===== src/rtl/dtc_defines.vh =====
// Constants for the dual timer/counter block.
`ifndef DTC_DEFINES_VH
`define DTC_DEFINES_VH
`define DTC_MODE_13BIT 3'h0
`define DTC_MODE_16BIT 3'h1
`define DTC_MODE_RELOAD 3'h2
`define DTC_MODE_SPLIT 3'h3
`define DTC_MODE_PWM 3'h6
`define DTC_PRESCALE_LAST 5'h1f
`define DTC_CNT_RESET 16'h0000
`define DTC_PIN_IDLE 1'h1
`endif


===== src/rtl/dtc_timers.v =====
// Two 16-bit timer/counters with auto-reload, split, PWM and overflow toggle.
`timescale 1ns/1ns
`include "dtc_defines.vh"
// What this block does
// - Timer function counts every machine cycle.
// - Counter function counts count-pin falling edges.
// - Count pin sampled once per cycle.
// - Modes 0, 1, 2, 3, 6 supported.
// - Mode 0: 8-bit counter, divide-by-32 prescaler.
// - Mode 1 uses full 16 bits.
// - Mode 2: 8-bit auto-reload on overflow.
// - Timer 1 mode 3 holds its count.
// - Timer 0 mode 3 splits into two counters.
// - Timer 1 mode 3 feeds baud clock only while its held count is 16'hffff.
// - Mode 6 PWM period is 256 clocks.
// - Toggle output inverts on each overflow.
// - Toggle output shares the count pin.
// - Toggle output high until first overflow.
module dtc_timers (
	input wire i_clk,
	input wire i_rst,
	input wire [2:0] i_t0_mode,
	input wire [2:0] i_t1_mode,
	input wire i_t0_run,
	input wire i_t1_run,
	input wire i_t0h_run,
	input wire i_t0_counter,
	input wire i_t1_counter,
	input wire i_t0_toggle_en,
	input wire i_t1_toggle_en,
	input wire [7:0] i_t0_reload,
	input wire [7:0] i_t1_reload,
	input wire [7:0] i_t0_duty,
	input wire [7:0] i_t1_duty,
	input wire i_t0_load,
	input wire [15:0] i_t0_load_val,
	input wire i_t1_load,
	input wire [15:0] i_t1_load_val,
	input wire i_t0_flag_clr,
	input wire i_t1_flag_clr,
	input wire i_t0h_flag_clr,
	input wire i_first_count_pin_in,
	input wire i_second_count_pin_in,
	output reg o_first_count_pin_out,
	output reg o_first_count_pin_oe_n,
	output reg o_second_count_pin_out,
	output reg o_second_count_pin_oe_n,
	output reg [15:0] o_t0_count,
	output reg [15:0] o_t1_count,
	output reg o_t0_flag,
	output reg o_t1_flag,
	output reg o_t0h_flag,
	output reg o_baud_tick
);

	// Advance one counter by its mode; returns {overflow, next count}.
	function [16:0] dtc_step;
		input [2:0] mode;
		input [15:0] cnt;
		input [7:0] reload;
		reg [16:0] s;
		begin
			s = 17'h00000;
			case (mode)
				`DTC_MODE_13BIT:
				begin
					// Prescaler in the low five bits, counter in the next eight.
					s = {4'h0, cnt[12:0]} + 17'h00001;
					dtc_step = {s[13], cnt[15:13], s[12:0]};
				end
				`DTC_MODE_16BIT:
				begin
					s = {1'h0, cnt} + 17'h00001;
					dtc_step = s;
				end
				`DTC_MODE_RELOAD:
				begin
					// Only the low byte counts; the high byte is left to software.
					if (cnt[7:0] == 8'hff)
						dtc_step = {1'h1, cnt[15:8], reload};
					else
						dtc_step = {1'h0, cnt[15:8], cnt[7:0] + 8'h01};
				end
				`DTC_MODE_PWM:
				begin
					s = {9'h000, cnt[7:0]} + 17'h00001;
					dtc_step = {s[8], cnt[15:8], s[7:0]};
				end
				default:
					dtc_step = {1'h0, cnt};
			endcase
		end
	endfunction

	reg t0_pin_q;
	reg t1_pin_q;
	reg t0_tog_q;
	reg t1_tog_q;
	reg t0_en_q;
	reg t1_en_q;
	reg [16:0] t0_nx;
	reg [16:0] t1_nx;
	reg [8:0] t0h_nx;
	reg t0_tick;
	reg t1_tick;
	reg t0_ov;
	reg t1_ov;
	reg t0h_ov;
	reg t0_pwm;
	reg t1_pwm;

	always @*
	begin
		// One registered sample per cycle; a falling edge is the previous high vs the current low.
		t0_tick = i_t0_counter ? (t0_pin_q & ~i_first_count_pin_in) : 1'h1;
		t1_tick = i_t1_counter ? (t1_pin_q & ~i_second_count_pin_in) : 1'h1;
		t0_nx = {1'h0, o_t0_count};
		t0h_nx = {1'h0, o_t0_count[15:8]};
		t1_nx = {1'h0, o_t1_count};
		if (i_t0_mode == `DTC_MODE_SPLIT)
		begin
			// Split: low byte follows the pin/timer selection, high byte counts cycles.
			if (i_t0_run && t0_tick)
				t0_nx = {o_t0_count[7:0] == 8'hff, o_t0_count[15:8], o_t0_count[7:0] + 8'h01};
			if (i_t0h_run)
				t0h_nx = {1'h0, o_t0_count[15:8]} + 9'h001;
		end
		else if (i_t0_run && t0_tick)
			t0_nx = dtc_step(i_t0_mode, o_t0_count, i_t0_reload);
		if (i_t1_run && t1_tick)
		begin
			// Mode 3 on the second unit keeps the value and makes baud ticks only while that value is 16'hffff.
			if (i_t1_mode == `DTC_MODE_SPLIT)
				t1_nx = {o_t1_count == 16'hffff, o_t1_count};
			else
				t1_nx = dtc_step(i_t1_mode, o_t1_count, i_t1_reload);
		end
		t0_ov = t0_nx[16];
		t1_ov = t1_nx[16];
		t0h_ov = (i_t0_mode == `DTC_MODE_SPLIT) & t0h_nx[8];
		t0_pwm = o_t0_count[7:0] < i_t0_duty;
		t1_pwm = o_t1_count[7:0] < i_t1_duty;
	end

	always @(posedge i_clk)
	begin
		if (i_rst)
		begin
			t0_pin_q <= 1'h1;
			t1_pin_q <= 1'h1;
			t0_tog_q <= `DTC_PIN_IDLE;
			t1_tog_q <= `DTC_PIN_IDLE;
			t0_en_q <= 1'h0;
			t1_en_q <= 1'h0;
			o_t0_count <= `DTC_CNT_RESET;
			o_t1_count <= `DTC_CNT_RESET;
			o_t0_flag <= 1'h0;
			o_t1_flag <= 1'h0;
			o_t0h_flag <= 1'h0;
			o_baud_tick <= 1'h0;
			o_first_count_pin_out <= 1'h1;
			o_first_count_pin_oe_n <= 1'h1;
			o_second_count_pin_out <= 1'h1;
			o_second_count_pin_oe_n <= 1'h1;
		end
		else
		begin
			t0_pin_q <= i_first_count_pin_in;
			t1_pin_q <= i_second_count_pin_in;
			t0_en_q <= i_t0_toggle_en;
			t1_en_q <= i_t1_toggle_en;
			if (i_t0_load)
				o_t0_count <= i_t0_load_val;
			else if (i_t0_mode == `DTC_MODE_SPLIT)
				o_t0_count <= {t0h_nx[7:0], t0_nx[7:0]};
			else
				o_t0_count <= t0_nx[15:0];
			if (i_t1_load)
				o_t1_count <= i_t1_load_val;
			else
				o_t1_count <= t1_nx[15:0];
			// A set in the same cycle as a clear wins so no overflow is lost.
			o_t0_flag <= t0_ov | (o_t0_flag & ~i_t0_flag_clr);
			o_t1_flag <= t1_ov | (o_t1_flag & ~i_t1_flag_clr);
			o_t0h_flag <= t0h_ov | (o_t0h_flag & ~i_t0h_flag_clr);
			o_baud_tick <= t1_ov;
			// Enabling the toggle starts from high until the first overflow.
			if (i_t0_toggle_en && !t0_en_q)
				t0_tog_q <= `DTC_PIN_IDLE;
			else if (t0_ov)
				t0_tog_q <= ~t0_tog_q;
			if (i_t1_toggle_en && !t1_en_q)
				t1_tog_q <= `DTC_PIN_IDLE;
			else if (t1_ov)
				t1_tog_q <= ~t1_tog_q;
			// The pin is driven only while toggle or PWM output is in use; counting needs it released.
			o_first_count_pin_oe_n <= ~(i_t0_toggle_en | (i_t0_mode == `DTC_MODE_PWM));
			o_second_count_pin_oe_n <= ~(i_t1_toggle_en | (i_t1_mode == `DTC_MODE_PWM));
			if (i_t0_mode == `DTC_MODE_PWM)
				o_first_count_pin_out <= t0_pwm;
			else if (i_t0_toggle_en && !t0_en_q)
				o_first_count_pin_out <= `DTC_PIN_IDLE;
			else
				o_first_count_pin_out <= t0_ov ? ~t0_tog_q : t0_tog_q;
			if (i_t1_mode == `DTC_MODE_PWM)
				o_second_count_pin_out <= t1_pwm;
			else if (i_t1_toggle_en && !t1_en_q)
				o_second_count_pin_out <= `DTC_PIN_IDLE;
			else
				o_second_count_pin_out <= t1_ov ? ~t1_tog_q : t1_tog_q;
		end
	end

endmodule


===== config.mk =====
export PLATFORM = sky130hd
export DESIGN_NAME = dtc_timers
export DESIGN_NICKNAME = d
export VERILOG_FILES = /design/src/rtl/dtc_timers.v
export VERILOG_INCLUDE_DIRS = /design/src /design/src/rtl
export SDC_FILE = /design/constraint.sdc
export NUM_CORES = 1
export LEC_CHECK = 0
export BUFFER_PORTS_ARGS = -buffer_cell sky130_fd_sc_hd__buf_4
export CORE_MARGIN = 1
export CORE_UTILIZATION = 38
export CTS_BUF_LIST = sky130_fd_sc_hd__clkbuf_2 sky130_fd_sc_hd__clkbuf_4 sky130_fd_sc_hd__clkbuf_8
export CTS_CLUSTER_DIAMETER = 40
export DETAILED_ROUTE_END_ITERATION = 6
export PLACE_DENSITY = 0.67
export SLEW_MARGIN = 20
export SYNTH_ARGS = -nofsm -noshare
export SYNTH_HDL_FRONTEND = slang
export SYNTH_SLANG_ARGS = --single-unit

===== constraint.sdc =====
create_clock -name i_clk -period 1.8 [get_ports i_clk]
set_input_delay 0.09 -clock i_clk [delete_from_list [all_inputs] [get_ports i_clk]]
set_output_delay 0.09 -clock i_clk [all_outputs]
set_load 0.05 [all_outputs]

==> results of run 1 <==
## worst register-to-register path: cells and delay by family, from the launching register on
kind | cells | cell delay (ns)
DFF | 1 | 0.40
and+or+nand+nor | 1 | 0.19
buffers and inverters | 1 | 0.18
xor gates and xnor gates | 1 | 0.17
AOI/OAI and AO/OA | 3 | 0.75
## routing by layer
layer | GRT usage [%] | up-vias
met3 | 4.98 | 12
met5 | 0 | -
met4 | 7.09 | 0
met2 | 40.2 | 178
met1 | 30.8 | 1774
li1 | - | 1929
## area by class of cell
| type | count | area [µm²] | area share (%) |
|---|---|---|---|
| timing repair buffer | 171 | 1290 | 25.8 |
| sequential | 46 | 986 | 19.7 |
| clock buffer | 5 | 68.8 | 1.38 |
| clock inverter | 3 | 43.8 | 0.877 |
| inverter | 32 | 120 | 2.40 |
| tap | 105 | 131 | 2.63 |
| multi-input combinational | 334 | 2360 | 47.2 |
## flip-flops by register name (all words and copies together), names as in the netlist
signal and cells:
o_t0h_flag 1, o_second_count_pin_out 1, o_t0_flag 1, o_first_count_pin_oe_n 1
t1_pin_q 1, t0_tog_q 1, o_t0_count 16, o_first_count_pin_out 1
t0_en_q 1, t1_en_q 1, o_t1_flag 1, t0_pin_q 1
o_baud_tick 1, o_t1_count 16, o_second_count_pin_oe_n 1, t1_tog_q 1
## path summary, 6_finish.rpt
check                                     from                     end  slack [ns]  cells after the start
worst max register to register   o_t0_count[1]          o_t0_count[11]        0.03                      6
worst min register to register       o_t1_flag               o_t1_flag        0.48                      2
worst min-delay path            i_t0_toggle_en  o_first_count_pin_oe_n        0.01                      2
worst max-delay path             o_t0_count[1]          o_t0_count[11]        0.03                      6
## logic make-up after synthesis
group | synth area share, %
AND/OR/NAND/NOR | 28.5
multiplexers | 0.891
buffers and inverters | 6.09
XOR/XNOR | 5.20
AO/OA/AOI/OAI | 25.7
flip-flops | 27.3
adder cells (fa/ha/maj) | 6.31
## power breakdown
group	internal (mW)	switching (mW)	total (mW)
Sequential	1.08	0.0857	1.17
Combinational	0.403	0.525	0.928
Clock	0.417	0.371	0.788
## layout by cell type, fill, tap and decap left out, drive strengths merged, types with 3 or more instances in the layout
master   Yosys  final
a221oi       9      9
a21boi       3      3
a2111oi      5      5
a311oi       3      3
o21ai       20     20
o2111ai      3      3
and4         7      7
or2          5      5
nor2        29     29
nor2b        9      9
nand2b       9      9
a21oi       23     23
clkbuf      17      5
nor4         3      3
nand2       30     30
inv         32     33
o211ai       8      8
ha          17     17
buf          3    169
nand4        9      9
or3          7      7
nand3       23     23
dfxtp       46     46
a31oi        7      7
o22ai        6      6
nor3        15     15
xnor2       12     12
mux2i        3      3
a211oi      12     12
nor3b        3      3
and2         4      4
xor2         8      8
and3         9      9
## repair_timing
item                       4_1_cts  5_1_grt
hold endpoints to repair         2        0
pin swaps                        1       15
gates resized for setup          2       21
setup buffers                    1        7
setup endpoints to repair        3       15
hold buffers                     2        0
==> summary.txt, run 1 <==
CTS
  • TritonCTS Buffers: 5
  • Clock Pin Slew Worst Setup and Hold Paths: 0.10 ns
  • Worst skew pair latency: 0.30 ns
  • H-tree depth: 2
  • Clock root buffer: clkbuf_8
  • TritonCTS clock tree: yes
  • TritonCTS sink count: 46
  • Clock buffer depth: 2

Yosys
  • Synthesized instance count: 432
  • Yosys reg bits: 46
  • Syn avg cell area: 7.80 µm²
  • Sequential fraction of the synthesis area: 27.3%
  • Main synth FF type: dfxtp_1
  • Synth area leaders: dfxtp_1 27%, ha_1 6.3%, inv_1 3.6%, nand3_1 3.4%, nand2_1 3.3%
  • Most frequent cells after synthesis: 46 x dfxtp_1, 32 x inv_1, 30 x nand2_1
  • Synth async-reset ratio: 0%
  • Mapped Area: 3370 µm²
  • Synth area leader: dfxtp_1
  • Most numerous cell in the Yosys netlist: dfxtp_1
  • Synth warn: 0
  • Yosys cell types: 67
  • Syn Nets: 535
  • Top-area cell type share of the netlist area: 27.3%
  • Post-synth EDFFs: 0

Routing
  • Drt first pass iters: 5
  • Via/cell ratio: 5.59
  • DR iter-0 viols: 185
  • Total number of vias: 3893
  • Met3 Wirelength: 941 µm
  • Antenna-violating nets left: 0
  • Metal2 WL: 5.30 mm
  • Met1 Wirelength: 4.73 mm
  • Drt total wl: 11.1 mm
  • WL/cell: 15.9 µm
  • Highest Signal Layer: met4
  • Drt drc: 0

Finish
  • Fin util: 59.6%
  • Ratio of cells with drive above 1 in the final layout: 39.4%
  • Post-Layout Cell Count: 696
  • Finished Cell Area: 5000 µm²
  • Number of diodes: 0
  • Synth-to-Final Area Change: 48.2%
  • Fillcell total: 770
  • Final #Nets: 693

STA
  • Post-route setup TNS: 0 ns
  • Setup ws final: 0.0250 ns
  • Final Max Tran Viols: 0
  • FMAX: 0.563 GHz
  • Final number of setup-violating endpoints: 0
  • Period minus WS final: 1.77 ns
  • RSZ-0062 raised after global routing: true
  • Slew at the pin with the worst max-slew slack: 0.510 ns
  • Period utilization: 98.6%
  • Hold slack: 0.0133 ns
  • Setup Skew: 0.00907 ns
  • Relative slew slack: 65.9%
  • Endpoints failing hold: 0

Die
  • IO Count: 126
  • Core footprint: 8380 µm²
  • Initial core utilization: 40.2%
  • Die area: 9250 µm²
  • Die width: 96.2 µm
  • Row Count: 33
  • Die Span Y: 96.2 µm

Setup path
  • Req. time, crit path: 2.01 ns
  • WP buf/inv: 1
  • Critical path, cell by cell: nand4_1 > a2111oi_4 > buf_4 > o2111ai_1 > xor2_1 > a211oi_1
  • Critical path fanouts, max: 5
  • WP data arrival: 1.99 ns
  • Crit-path leading delay family: compound AO/OA/AOI/OAI gates
  • Crit start category: flip-flop
  • Critical Path Max Stage Delay: 0.40 ns
  • Max stage delay cell, worst path: dfxtp_4
  • CP endpoint kind: flip-flop
  • Setup CP Type: flip-flop to flip-flop

Pwr
  • Overall Power: 2.88 mW
  • Pwr dens: 577 nW/µm²
  • Leak Pwr: 2.13 nW
  • Peak supply drop: 0.411 mV

Place
  • Placed Area: 4710 µm²
  • Cell Count Post-Placement: 678
  • DP Wirelength: 8.64 mm
  • Port Buffers: 125
  • GP Congestion: 0.906
  • Dpl ws: -0.00696 ns

Global routing
  • GRT Total Usage: 24.0%
  • First-pass GRT wire length: 17.4 mm
  • Initial antenna violation count: 0
  • Vias in the first global route: 3717
  • Grt ovf: 0
  • Largest net degree at the start of global routing: 28

Run
  • Max Cap Violations: 0

Min path
  • Hold Path Class: primary input to flip-flop

Outcome
  • Status: finished clean
Power figures use the tool's default switching activity.
==> inputs of run 2 (changes only) <==
Settings changed: PLACE_DENSITY 0.67 to not set.
Clock period 1.8 ns to 1.85 ns, I/O delays scaled along.
==> run 2 against run 1 <==
  * Sequential cell count did not move
  * Sequential power decreased by 3%
  * Clock skew decreased by 0.0050 ns
  * Register-to-register slack improved by 0.03 ns
  * Combinational power decreased by 4.0%
  * Clock power shrank 2%
  * Sequential share of layout area increased by 0.13 points
  * Setup slack gained 0.028 ns
  * Utilization down 0.91 points
  * Power fell by 2.8%
  * Maximum frequency down 1.2%
==> summary.txt, run 2 (synthesis gave the netlist of run 1 again) <==
STA
  • Final Max Tran Viols: 0 (unchanged)
  • Period utilization: 97.1% (-1.5 points)
  • Slew at the pin with the worst max-slew slack: 0.522 ns (+0.0123 ns)
  • Period minus WS final: 1.80 ns (+0.0222 ns)
  • FMAX: 0.556 GHz (-1.2%)
  • Relative slew slack: 65.0% (-0.82 points)
  • Setup Skew: 0.00402 ns (-0.00505 ns)
  • Final number of setup-violating endpoints: 0 (unchanged)
  • RSZ-0062 raised after global routing: true
  • Endpoints failing hold: 0 (unchanged)

Finish
  • Fillcell total: 817 (+6.1%)
  • Most frequent cells in the layout: 164 x buf_4, 32 x inv_1, 30 x nand2_1
  • Number of diodes: 0 (unchanged)
  • Final #Nets: 688 (-0.72%)
  • Top flop regs: o_t0_count: 16 flops, o_t1_count: 16 flops
  • Most common cell after layout, fill and taps aside: buf_4
  • Fin util: 58.7% (-0.91 points)
  • Ratio of cells with drive above 1 in the final layout: 37.7% (-1.7 points)
  • Synth-to-Final Area Change: 46.0%
  • Finished Cell Area: 4920 µm² (-1.5%)

Setup path
  • Critical Path Max Stage Delay: 0.37 ns (-0.03 ns)
  • WP data arrival: 1.98 ns (about the same)
  • Critical path, cell by cell: ha_1 > and4_4 > a21o_1 > a32oi_4 > nor3_1 > or3b_1
  • Crit start category: flip-flop
  • CP endpoint kind: flip-flop
  • WP buf/inv: 0 (-1)
  • Max stage delay cell, worst path: dfxtp_4
  • Crit-path leading delay family: simple AND/OR/NAND/NOR gates
  • Critical path fanouts, max: 7 (+2)
  • Setup CP Type: flip-flop to flip-flop
  • Req. time, crit path: 2.03 ns (+0.02 ns)

Pwr
  • Leak Pwr: 2.10 nW (-1.2%)
  • Switch Pwr: 0.945 mW (-3.7%)
  • Pint: 1.86 mW (-2.4%)
  • Switching fraction of total power: 33.7% (-0.31 points)
  • Pwr dens: 569 nW/µm² (-1.3%)
  • Overall Power: 2.80 mW (-2.8%)
  • Clock Power Share: 27.7% (+0.4 points)
  • Peak supply drop: 0.322 mV (-22%)
  • Comb power frac: 31.8% (-0.4 points)
  • Sequential cell fraction of total power: 40.5% (about the same)

Routing
  • DR iter-0 viols: 137 (-26%)
  • Total number of vias: 3889 (-0.10%)
  • WL/cell: 16.3 µm (+2.6%)
  • Drt drc: 0 (unchanged)
  • Metal2 WL: 5.13 mm (-3.1%)
  • Antenna-violating nets left: 0 (unchanged)
  • Met1 Wirelength: 5.35 mm (+13%)
  • Via/cell ratio: 5.63 (+0.62%)
  • Drt total wl: 11.3 mm (+1.9%)
  • Highest Signal Layer: met4
  • Met3 Wirelength: 735 µm (-22%)
  • Drt first pass iters: 4 (-1)

Global routing
  • Initial antenna violation count: 0 (unchanged)
  • Vias in the first global route: 3543 (-4.7%)
  • First-pass GRT wire length: 17.3 mm (-0.24%)
  • GRT Total Usage: 24.2% (+0.25 points)
  • Largest net degree at the start of global routing: 25 (-11%)
  • Grt ovf: 0 (unchanged)

Place
  • DP Wirelength: 8.85 mm (+2.4%)
  • Port Buffers: 125 (unchanged)
  • Placed Area: 4710 µm² (about the same)
  • GP Congestion: 0.899 (-0.81%)

CTS
  • TritonCTS sink count: 46 (unchanged)
  • Clock buffer depth: 2 (unchanged)
  • TritonCTS Buffers: 5 (unchanged)
  • Clock root buffer: clkbuf_8
  • Clock Pin Slew Worst Setup and Hold Paths: 0.09 ns (about the same)
  • TritonCTS clock tree: yes
  • Worst skew pair latency: 0.29 ns (about the same)
  • H-tree depth: 2 (unchanged)

Die
  • Initial core utilization: 40.2% (unchanged)
  • Row Count: 33 (unchanged)
  • Die width: 96.2 µm (unchanged)
  • Core footprint: 8380 µm² (unchanged)
  • Die Span Y: 96.2 µm (unchanged)
  • Die area: 9250 µm² (unchanged)
  • IO Count: 126 (unchanged)

Run
  • Max Cap Violations: 0 (unchanged)

Min path
  • Hold Path Class: primary input to flip-flop

Outcome
  • Status: finished clean
==> run 2: changes by cell type in the layout (fill, tap and decap cells not counted), moves of 2 or more <==
cell	change
dfxtp_4	-2
dfxtp_1	+3
buf_4	-5
a21oi_2	+2
==> run 2: worst paths after layout <==
check | start | to | slack, ns | cells past startpoint
worst max-delay path | o_t0_count[9] | o_first_count_pin_out | 0.05 | 6
worst min-delay path | i_t0_toggle_en | t0_tog_q | 0.03 | 3
worst max register to register | o_t0_count[9] | o_first_count_pin_out | 0.05 | 6
worst min register to register | o_t1_flag | o_t1_flag | 0.49 | 2
==> run 2: routing by layer <==
layer / vias to the layer above / global-route usage (%)
li1: 1920 / -
met1: 1828 / 34.1
met2: 135 / 39.5
met3: 6 / 3.32
met4: 0 / 4.10
met5: - / 0
==> run 2: what timing repair did <==
| item | in CTS | in global routing |
|---|---|---|
| endpoints found under the setup margin | 1 | 8 |
| hold buffers | 2 | 0 |
| gates cloned | 0 | 0 |
| hold endpoints to repair | 2 | 0 |
| pin swaps | 1 | 9 |
| setup buffers | 0 | 1 |
| gates resized for setup | 0 | 16 |
==> run 2: through the flow <==
stage	worst slack, ns	setup TNS (ns)	hold WS [ns]	instances
6_report	0.0528	0	0.0285	691
2_1_floorplan	-0.00489	-0.00489	0.199	432
3_3_place_gp	0.0554	0	0.292	680
4_1_cts	0.00849	0	0.0225	690
3_5_place_dp	0.0133	0	0.294	680
5_1_grt	-0.0339	-0.0396	0.0338	691
==> run 2: area by class of cell <==
type | instances | area [µm²] | area share, %
multi-input cells | 334 | 2330 | 47.3
clock buffers | 6 | 76.3 | 1.55
repair buffers | 166 | 1250 | 25.4
well taps | 105 | 131 | 2.67
clock inverters | 2 | 36.3 | 0.738
inverters | 32 | 120 | 2.44
flip-flops and latches | 46 | 977 | 19.9
==> run 2: power by group through the flow <==
stage / clock, mW / combinational, mW / sequential [mW]
floorplan: 0 / 0.301 / 1.34
global placement: 0 / 0.870 / 1.15
detailed placement: 0 / 0.876 / 1.15
CTS: 0.799 / 0.883 / 1.13
global route: 0.833 / 0.965 / 1.14
finish: 0.776 / 0.891 / 1.13
==> run 2: worst reg2reg max path: cells and delay by family, from the launching register on <==
family / cells / cell delay (ns)
simple gates: 3 / 0.64
flops: 1 / 0.37
compound gates: 2 / 0.47
fa+ha+maj: 1 / 0.19
